==> config.mk <==
export PLATFORM = sky130hd
export DESIGN_NAME = pfc_top
export DESIGN_NICKNAME = d
export VERILOG_FILES = /design/src/hw/pfc_pkg.sv /design/src/hw/pfc_top.sv
export SDC_FILE = /design/constraint.sdc
export NUM_CORES = 1
export LEC_CHECK = 0
export BUFFER_PORTS_ARGS = -buffer_cell sky130_fd_sc_hd__buf_2
export CORE_MARGIN = 4
export CORE_UTILIZATION = 51
export DETAILED_ROUTE_END_ITERATION = 6
export PLACE_DENSITY = 0.8
export SKIP_CTS_REPAIR_TIMING = 1
export SKIP_LAST_GASP = 1
export SLEW_MARGIN = 40
export SYNTH_ARGS = -nofsm -noshare
export SYNTH_HDL_FRONTEND = slang
export SYNTH_SLANG_ARGS = --single-unit
==> constraint.sdc <==
create_clock -name clk -period 2.2 [get_ports clk]
set_input_delay 0.44 -clock clk [delete_from_list [all_inputs] [get_ports clk]]
set_output_delay 0.44 -clock clk [all_outputs]
set_load 0.1 [all_outputs]
==> src/hw/pfc_pkg.sv <==
package pfc_pkg;
	// fault flag carrier, bit weight = code weight
	typedef struct packed {
		logic tpulse;
		logic sync;
		logic optic;
		logic fuse;
	} pfc_flt_t;

	// configuration pin carrier
	typedef struct packed {
		logic pol;
		logic pitch_hi;
		logic pitch_lo;
		logic size;
	} pfc_cfg_t;

	typedef enum logic [1:0] {
		PITCH_PROP,
		PITCH_10,
		PITCH_12,
		PITCH_15
	} pfc_pitch_t;

	typedef enum logic {
		DT_IDLE,
		DT_RUN
	} pfc_dt_t;

	// register byte offsets
	localparam logic [7:0] A_STAT  = 8'h00;
	localparam logic [7:0] A_ISTAT = 8'h04;
	localparam logic [7:0] A_IMASK = 8'h08;
	localparam logic [7:0] A_CTRL  = 8'h0C;

	// interrupt event bits
	localparam int EV_FLT_ON  = 0;
	localparam int EV_FLT_OFF = 1;
	localparam int EV_CHR     = 2;
	localparam int EV_DOT     = 3;
	localparam int EV_N       = 4;

	localparam int         ST_PAD   = 21;
	localparam int         CTRL_PAD = 31;
	localparam logic       CTRL_RST = 1'h1;
	localparam logic [7:0] FONT_BASIC = 8'h60;
	localparam logic [7:0] FONT_EXT   = 8'h80;
	localparam logic [3:0] CODE_LIMIT = 4'hC;

	// timing
	localparam int CLK_MHZ     = 40;
	localparam int BEAM_TO_US  = 100;
	localparam int BEAM_CYC    = BEAM_TO_US * CLK_MHZ;
	localparam int FLASH_MS    = 250;
	localparam int FLASH_CYC   = FLASH_MS * CLK_MHZ * 1000;
endpackage : pfc_pkg

==> src/hw/pfc_top.sv <==
`timescale 1ns/100ps
// Summary of operation
// [RULE_01] any engine fault flashes service lamp and holds busy, refusing print work
// [RULE_02] display code is OR of weights 1,2,4,8; codes C-F never shown
// [RULE_03] optical flag on missing beam detect or failed detect path
// [RULE_04] sync flag when no sync mark seen during warm-up
// [RULE_05] offline printer test press starts repeated dot test; next press stops
// [RULE_06] online controller test press prints exactly one character page
// [RULE_07] terminal-ready output polarity chosen by a select pin
// [RULE_08] two pitch bits choose tenth, twelfth, fifteenth inch or proportional
// [RULE_09] size bit on gives 96-char set, off gives 128-char set
// [RULE_10] code follows flag changes; busy drops only when all flags clear
module pfc_top #(
	parameter int FLASH_CYC = pfc_pkg::FLASH_CYC,
	parameter int BEAM_CYC  = pfc_pkg::BEAM_CYC
) (
	// clock and reset
	input  wire logic        clk,
	input  wire logic        rst,
	// apb slave
	input  wire logic        psel,
	input  wire logic        penable,
	input  wire logic        pwrite,
	input  wire logic [7:0]  paddr,
	input  wire logic [31:0] pwdata,
	output logic      [31:0] prdata,
	output logic             pready,
	output logic             pslverr,
	// engine sensors
	input  wire logic        fuse_fault,
	input  wire logic        beam_detect,
	input  wire logic        beam_path_fail,
	input  wire logic        warmup,
	input  wire logic        sync_mark,
	input  wire logic        tpulse_fault,
	// operator and print work
	input  wire logic        online,
	input  wire logic        printer_test_btn,
	input  wire logic        ctrl_test_btn,
	input  wire logic        print_req,
	// configuration
	input  wire logic        terminal_ready_polarity_select,
	input  wire logic        font_pitch_select_low,
	input  wire logic        font_pitch_select_high,
	input  wire logic        font_size_select,
	input  wire logic        host_ready,
	// status outputs
	output logic             service_led,
	output logic             busy,
	output logic      [3:0]  fault_code,
	output logic             print_accept,
	output logic             dot_test_active,
	output logic             char_page_start,
	output logic             terminal_ready,
	output pfc_pkg::pfc_pitch_t font_pitch,
	output logic      [7:0]  font_chars,
	output logic             irq
);

	localparam int BW = $clog2(BEAM_CYC + 1);
	localparam int FW = $clog2(FLASH_CYC + 1);

	function automatic logic [3:0] code_of(input pfc_pkg::pfc_flt_t f);
		// timing pulse hides sync so C-F cannot occur
		code_of = {f.tpulse, f.sync & ~f.tpulse, f.optic, f.fuse};
	endfunction : code_of

	function automatic pfc_pkg::pfc_pitch_t pitch_of(input pfc_pkg::pfc_cfg_t c);
		unique case ({c.pitch_lo, c.pitch_hi})
			2'h3: pitch_of = pfc_pkg::PITCH_10;
			2'h1: pitch_of = pfc_pkg::PITCH_12;
			2'h2: pitch_of = pfc_pkg::PITCH_15;
			2'h0: pitch_of = pfc_pkg::PITCH_PROP;
		endcase
	endfunction : pitch_of

	pfc_pkg::pfc_flt_t       flt;
	pfc_pkg::pfc_cfg_t       cfg;
	pfc_pkg::pfc_dt_t        dt_state;
	logic [BW-1:0]           beam_cnt;
	logic [FW-1:0]           flash_cnt;
	logic                    beam_lost;
	logic                    warm_d;
	logic                    sync_seen;
	logic                    ptb_d;
	logic                    ctb_d;
	logic                    ptb_rise;
	logic                    ctb_rise;
	logic                    any_f;
	logic                    beam_chk_en;
	logic [pfc_pkg::EV_N-1:0] istat;
	logic [pfc_pkg::EV_N-1:0] imask;
	logic [pfc_pkg::EV_N-1:0] ev;
	logic [pfc_pkg::EV_N-1:0] iclr;
	logic [pfc_pkg::EV_N-1:0] next_istat;
	logic                    setup;
	logic                    acc_wr;
	logic                    hit;
	logic [31:0]             rd_mux;

	assign cfg = '{pol: terminal_ready_polarity_select,
		pitch_hi: font_pitch_select_high,
		pitch_lo: font_pitch_select_low,
		size: font_size_select};
	assign ptb_rise  = printer_test_btn & ~ptb_d;
	assign ctb_rise  = ctrl_test_btn & ~ctb_d;
	assign any_f     = |flt;
	assign beam_lost = beam_cnt == BW'(BEAM_CYC - 1);

	////////////////////////////////////////////////////////////////////////////
	// fault sensing

	// beam watchdog, restarted by each detect pulse
	always_ff @(posedge clk)
	begin
		if (rst || beam_detect || !beam_chk_en)
			beam_cnt <= '0;
		else if (!beam_lost)
			beam_cnt <= beam_cnt + BW'(1);
	end

	// warm-up window tracking
	always_ff @(posedge clk)
	begin
		if (rst)
		begin
			warm_d    <= 1'b0;
			sync_seen <= 1'b0;
		end
		else
		begin
			warm_d <= warmup;
			if (warmup && !warm_d)
				sync_seen <= sync_mark;
			else if (warmup && sync_mark)
				sync_seen <= 1'b1;
		end
	end

	always_ff @(posedge clk)
	begin
		if (rst)
			flt <= '0;
		else
		begin
			flt.fuse   <= fuse_fault;
			flt.optic  <= beam_lost | beam_path_fail; // see [RULE_03]
			flt.tpulse <= tpulse_fault;
			if (warmup && !warm_d)
				flt.sync <= 1'b0;
			else if (!warmup && warm_d)
				flt.sync <= ~sync_seen & ~sync_mark; // see [RULE_04]
		end
	end

	////////////////////////////////////////////////////////////////////////////
	// display, busy and lamp

	always_ff @(posedge clk)
	begin
		if (rst)
		begin
			fault_code <= '0;
			busy       <= 1'b0;
		end
		else
		begin
			fault_code <= code_of(flt); // see [RULE_02] see [RULE_10]
			busy       <= any_f; // see [RULE_01] see [RULE_10]
		end
	end

	always_ff @(posedge clk)
	begin
		if (rst || !busy)
		begin
			flash_cnt   <= '0;
			service_led <= 1'b0;
		end
		else if (flash_cnt == FW'(FLASH_CYC - 1))
		begin
			flash_cnt   <= '0;
			service_led <= ~service_led; // see [RULE_01]
		end
		else
			flash_cnt <= flash_cnt + FW'(1);
	end

	always_ff @(posedge clk)
	begin
		if (rst)
			print_accept <= 1'b0;
		else
			print_accept <= print_req & ~busy & ~any_f; // see [RULE_01]
	end

	////////////////////////////////////////////////////////////////////////////
	// self tests

	always_ff @(posedge clk)
	begin
		if (rst)
		begin
			ptb_d <= 1'b0;
			ctb_d <= 1'b0;
		end
		else
		begin
			ptb_d <= printer_test_btn;
			ctb_d <= ctrl_test_btn;
		end
	end

	always_ff @(posedge clk)
	begin
		if (rst)
		begin
			dt_state        <= pfc_pkg::DT_IDLE;
			dot_test_active <= 1'b0;
		end
		else
		begin
			unique case (dt_state)
				pfc_pkg::DT_IDLE:
					if (ptb_rise && !online)
					begin
						dt_state        <= pfc_pkg::DT_RUN; // see [RULE_05]
						dot_test_active <= 1'b1;
					end
				pfc_pkg::DT_RUN:
					if (ptb_rise)
					begin
						dt_state        <= pfc_pkg::DT_IDLE; // see [RULE_05]
						dot_test_active <= 1'b0;
					end
			endcase
		end
	end

	always_ff @(posedge clk)
	begin
		if (rst)
			char_page_start <= 1'b0;
		else
			char_page_start <= ctb_rise & online; // see [RULE_06]
	end

	////////////////////////////////////////////////////////////////////////////
	// configuration pins

	always_ff @(posedge clk)
	begin
		if (rst)
		begin
			terminal_ready <= 1'b0;
			font_pitch     <= pfc_pkg::PITCH_PROP;
			font_chars     <= pfc_pkg::FONT_EXT;
		end
		else
		begin
			terminal_ready <= cfg.pol ? host_ready : ~host_ready; // see [RULE_07]
			font_pitch     <= pitch_of(cfg); // see [RULE_08]
			font_chars     <= cfg.size ? pfc_pkg::FONT_BASIC
				: pfc_pkg::FONT_EXT; // see [RULE_09]
		end
	end

	////////////////////////////////////////////////////////////////////////////
	// interrupts

	always_comb
	begin
		ev = '0;
		ev[pfc_pkg::EV_FLT_ON]  = any_f & ~busy;
		ev[pfc_pkg::EV_FLT_OFF] = ~any_f & busy;
		ev[pfc_pkg::EV_CHR]     = ctb_rise & online;
		ev[pfc_pkg::EV_DOT]     = ptb_rise & (~online | dot_test_active);
		iclr = '0;
		if (acc_wr && paddr == pfc_pkg::A_ISTAT)
			iclr = pwdata[pfc_pkg::EV_N-1:0];
		// a new event wins over its clear
		next_istat = (istat & ~iclr) | ev;
	end

	always_ff @(posedge clk)
	begin
		if (rst)
		begin
			istat <= '0;
			irq   <= 1'b0;
		end
		else
		begin
			istat <= next_istat;
			irq   <= |(next_istat & imask);
		end
	end

	////////////////////////////////////////////////////////////////////////////
	// apb slave, one wait-free access phase

	assign setup  = psel & ~penable;
	assign acc_wr = psel & penable & pready & pwrite;
	assign hit    = paddr == pfc_pkg::A_STAT || paddr == pfc_pkg::A_ISTAT
		|| paddr == pfc_pkg::A_IMASK || paddr == pfc_pkg::A_CTRL;

	always_comb
	begin
		rd_mux = '0;
		unique case (paddr)
			pfc_pkg::A_STAT:
				rd_mux = {pfc_pkg::ST_PAD'(0), service_led, dot_test_active,
					busy, flt, fault_code};
			pfc_pkg::A_ISTAT:
				rd_mux = {(32 - pfc_pkg::EV_N)'(0), istat};
			pfc_pkg::A_IMASK:
				rd_mux = {(32 - pfc_pkg::EV_N)'(0), imask};
			pfc_pkg::A_CTRL:
				rd_mux = {pfc_pkg::CTRL_PAD'(0), beam_chk_en};
			default:
				rd_mux = '0;
		endcase
	end

	always_ff @(posedge clk)
	begin
		if (rst)
		begin
			pready  <= 1'b0;
			pslverr <= 1'b0;
			prdata  <= '0;
		end
		else
		begin
			pready  <= setup;
			pslverr <= setup & ~hit;
			if (setup && !pwrite)
				prdata <= rd_mux;
		end
	end

	always_ff @(posedge clk)
	begin
		if (rst)
		begin
			imask       <= '0;
			beam_chk_en <= pfc_pkg::CTRL_RST;
		end
		else if (acc_wr)
		begin
			if (paddr == pfc_pkg::A_IMASK)
				imask <= pwdata[pfc_pkg::EV_N-1:0];
			if (paddr == pfc_pkg::A_CTRL)
				beam_chk_en <= pwdata[0];
		end
	end
endmodule : pfc_top

==> metrics.md <==
| Metric | Value |
|---|---|
| Status | `complete, no violations` |
| Pwr/cell area | `730 nW/µm²` |
| Largest net degree at the start of global routing | `33` |
| Detailed Routing Iterations Pass 1 | `4` |
| Origin of the critical flop-to-flop path | `flash_cnt[0]` |
| Final slew viol count | `0` |
| Placer Congestion | `0.872` |
| Max Cap Violations | `0` |
| Worst path max stage delay | `570 ps` |
| Synthesis-to-layout area growth | `14.9%` |
| DRC Markers | `0` |
| Min Hold Slack | `277 ps` |
| # rows | `30` |
| Syn avg cell area | `8.75 µm²` |
| Crit Path Class | `register to register` |
| Post-synth EDFFs | `0` |
| DR iter-0 viols | `159` |
| Clk_skew | `5.77 ps` |
| Setup violators final | `0` |
| Synth Warn # | `0` |
| Gr usage total | `0.184` |
| Hpwl dp | `5740 µm` |
| Synthesized area | `3650 µm²` |
| Diodes inserted | `0` |
| Crit path to | `flash_cnt[13]` |
| Die extent in y | `92.6 µm` |
| Via count | `3067` |
| Crit-path cells | `ha_1 > nand2_1 > buf_4 > or4_1 > o21ai_1 > buf_12 > a21oi_1` |
| Number of synthesized register bits | `82` |
| WL per Instance | `13.1 µm` |
| Total Nets Final | `547` |
| Cell area after placement | `3990 µm²` |
| Initial antenna violation count | `0` |
| Htree depth | `3` |
| Core ar. | `6870 µm²` |
| Crit path DAT | `2280 ps` |
| Worst Setup Slack, final | `161 ps` |
| Netlist cell types | `53` |
| Setup total negative slack | `0 ps` |
| Final min period | `2040 ps` |
| TritonCTS Buffers | `9` |
| Finished layout cell area | `4190 µm²` |
| Post-synth ARST share | `0` |
| GRT overflow | `0` |
| Reg2Reg Depth | `7` |
| Clock sink total | `82` |
| Initial Util | `0.531` |
| Flop-to-flop setup slack | `160 ps` |
| Critical Path RT | `2440 ps` |
| Slowest-stage cell, CP | `or4_1` |
| Clock Pin Slew Worst Setup and Hold Paths | `80 ps` |
| CTS tree | `done` |
| I/O pins | `115` |
| Syn Inst Count | `417` |
| Via density | `5.25` |
| Fillers | `573` |
| Worst hold path type | `input port to register` |
| Startpoint types | `register` |
| Clock buffer depth | `2` |
| Top_reg_cell synth | `dfxtp_1` |
| Die span in x | `92.6 µm` |
| Unrepaired setup endpoints after global routing | `false` |
| Post-layout util | `0.610` |
| WL final | `7650 µm` |
| Root Buffer | `clkbuf_8` |
| Fin crit share | `0.927` |
| CP Max Fanout | `22` |
| Count of final hold-check violations | `0` |
| Clock Latency Late Sink | `360 ps` |
| Fraction of layout cells with a size suffix above 1 | `0.193` |
| Peak supply drop | `0.592 mV` |
| CP Capture Type | `register` |
| Sequential area share after synthesis | `0.450` |
| First-pass GRT wire length | `12900 µm` |
| Post-placement worst setup slack | `146 ps` |
| Launch point of the critical path | `flash_cnt[0]` |
| FMAX | `490 MHz` |
| Leakage | `1.61 nW` |
| Port buffer count | `60` |
| Post-route ant nets | `0` |
| RR Endpoint | `flash_cnt[13]` |
| Die area | `8570 µm²` |
| Vias in the first global route | `2885` |
## registers in the layout, indices dropped and copies added (netlist names), 2 cells and up
name,cells
flash_cnt,24
beam_cnt,12
prdata,11
fault_code,4
flt,4
imask,4
istat,4
font_chars,2
font_pitch,2
## worst max-delay path: cells and delay by family (launching register included)
kind / cells / cell delay (ps)
compound gates: 2 / 290
fa+ha+maj: 1 / 230
buf+inv: 2 / 350
flops: 1 / 380
simple gates: 2 / 670
## kinds of logic (layout without fill, tap and decap cells)
logic type / after synthesis / after routing / synth area share
buffers and inverters: 54 / 100 / 0.0837
flip-flops: 82 / 82 / 0.450
other: 1 / 26 / 0.00103
XOR/XNOR: 18 / 18 / 0.0432
adder cells (fa/ha/maj): 4 / 4 / 0.0137
AO/OA/AOI/OAI: 70 / 70 / 0.117
AND/OR/NAND/NOR: 181 / 181 / 0.269
multiplexers: 7 / 7 / 0.0226
## worst min-delay path by stage
stage / start / end / slack, ps / depth (start not counted)
5_1_grt: font_size_select / font_chars[7] / 280 / 2
2_1_floorplan: flash_cnt[0] / flash_cnt[0] / 430 / 1
3_3_place_gp: flash_cnt[0] / flash_cnt[0] / 440 / 1
4_1_cts: font_size_select / font_chars[7] / 270 / 2
3_5_place_dp: prdata[0] / prdata[0] / 440 / 2
6_report: font_size_select / font_chars[7] / 280 / 2
## Yosys cell counts, types with 3 or more instances
| cell type | instances | share of area |
|---|---|---|
| ha_1 | 4 | 0.014 |
| buf_1 | 3 | 0.0031 |
| a31oi_1 | 4 | 0.0069 |
| nor3_1 | 8 | 0.011 |
| nand4_1 | 11 | 0.019 |
| inv_1 | 15 | 0.015 |
| nor2_1 | 51 | 0.052 |
| clkbuf_1 | 8 | 0.0082 |
| o21ai_0 | 18 | 0.025 |
| mux2i_1 | 6 | 0.016 |
| nand3_1 | 16 | 0.022 |
| and4_1 | 5 | 0.012 |
| xor2_1 | 7 | 0.017 |
| a22oi_1 | 9 | 0.019 |
| nor2b_1 | 13 | 0.022 |
| or3_1 | 11 | 0.019 |
| a21oi_1 | 23 | 0.032 |
| nor3b_1 | 5 | 0.010 |
| and2_0 | 3 | 0.0051 |
| or4_1 | 6 | 0.012 |
| nand2b_1 | 5 | 0.0086 |
| o31ai_1 | 3 | 0.0062 |
| buf_4 | 27 | 0.056 |
| nand2_1 | 23 | 0.024 |
| xnor2_1 | 11 | 0.026 |
| dfxtp_1 | 82 | 0.45 |
| nor4_1 | 9 | 0.015 |
## cell usage in the layout, fill, tap and decap left out, types with 2 or more instances in the layout
cell type and count:
nor4_1 9, nor2_1 51, or3b_2 2, buf_2 60, nand4_1 11, nor2b_1 13, a21oi_1 23, o31ai_1 3
nand3_1 16, or4_1 5, xnor2_1 11, mux2i_1 6, nand2_1 23, clkinv_4 2, nor3b_1 5, a22o_1 2
nand3b_1 2, inv_1 15, xor2_1 7, o21ai_0 18, a22oi_1 9, dfxtp_1 82, nor3_1 8, buf_4 8
clkinvlp_4 2, a31oi_1 4, ha_1 4, or3_1 11, a311oi_1 2, and3_1 2, nand2b_1 5, and4_1 5
clkbuf_8 9, and2_0 3, conb_1 26
## through the flow
stage | instances | power, mW
floorplan | 442 | 1.99
global placement | 568 | 2.03
detailed placement | 568 | 2.03
CTS | 584 | 3.09
global route | 584 | 3.18
finish | 584 | 3.06
## layout make-up
type	instances	area, µm²	share of cell area
multi-input cells	306	1800	0.429
well taps	96	120	0.0287
clock buffers	10	128	0.0304
clock inverters	6	67.6	0.0161
repair buffers	69	380	0.0907
flip-flops and latches	82	1640	0.392
inverters	15	56.3	0.0134
## power by group
| part | switching, mW | leakage (nW) | total [mW] | internal, mW |
|---|---|---|---|---|
| logic | 0.388 | 0.852 | 0.463 | 0.0753 |
| clock network | 0.537 | 0.0925 | 1.06 | 0.526 |
| registers | 0.0221 | 0.667 | 1.54 | 1.51 |
| total | 0.947 | 1.61 | 3.06 | 2.12 |
## metal layers
layer  GRT usage  up-vias  part of all wire
met3      0.0536       13             0.064
met4      0.0644        0             0.016
met2       0.304       76              0.48
li1            -     1553                 -
met1       0.228     1425              0.44
met5           0        -                 0
Note: power is estimated with default switching activity, not from simulation.
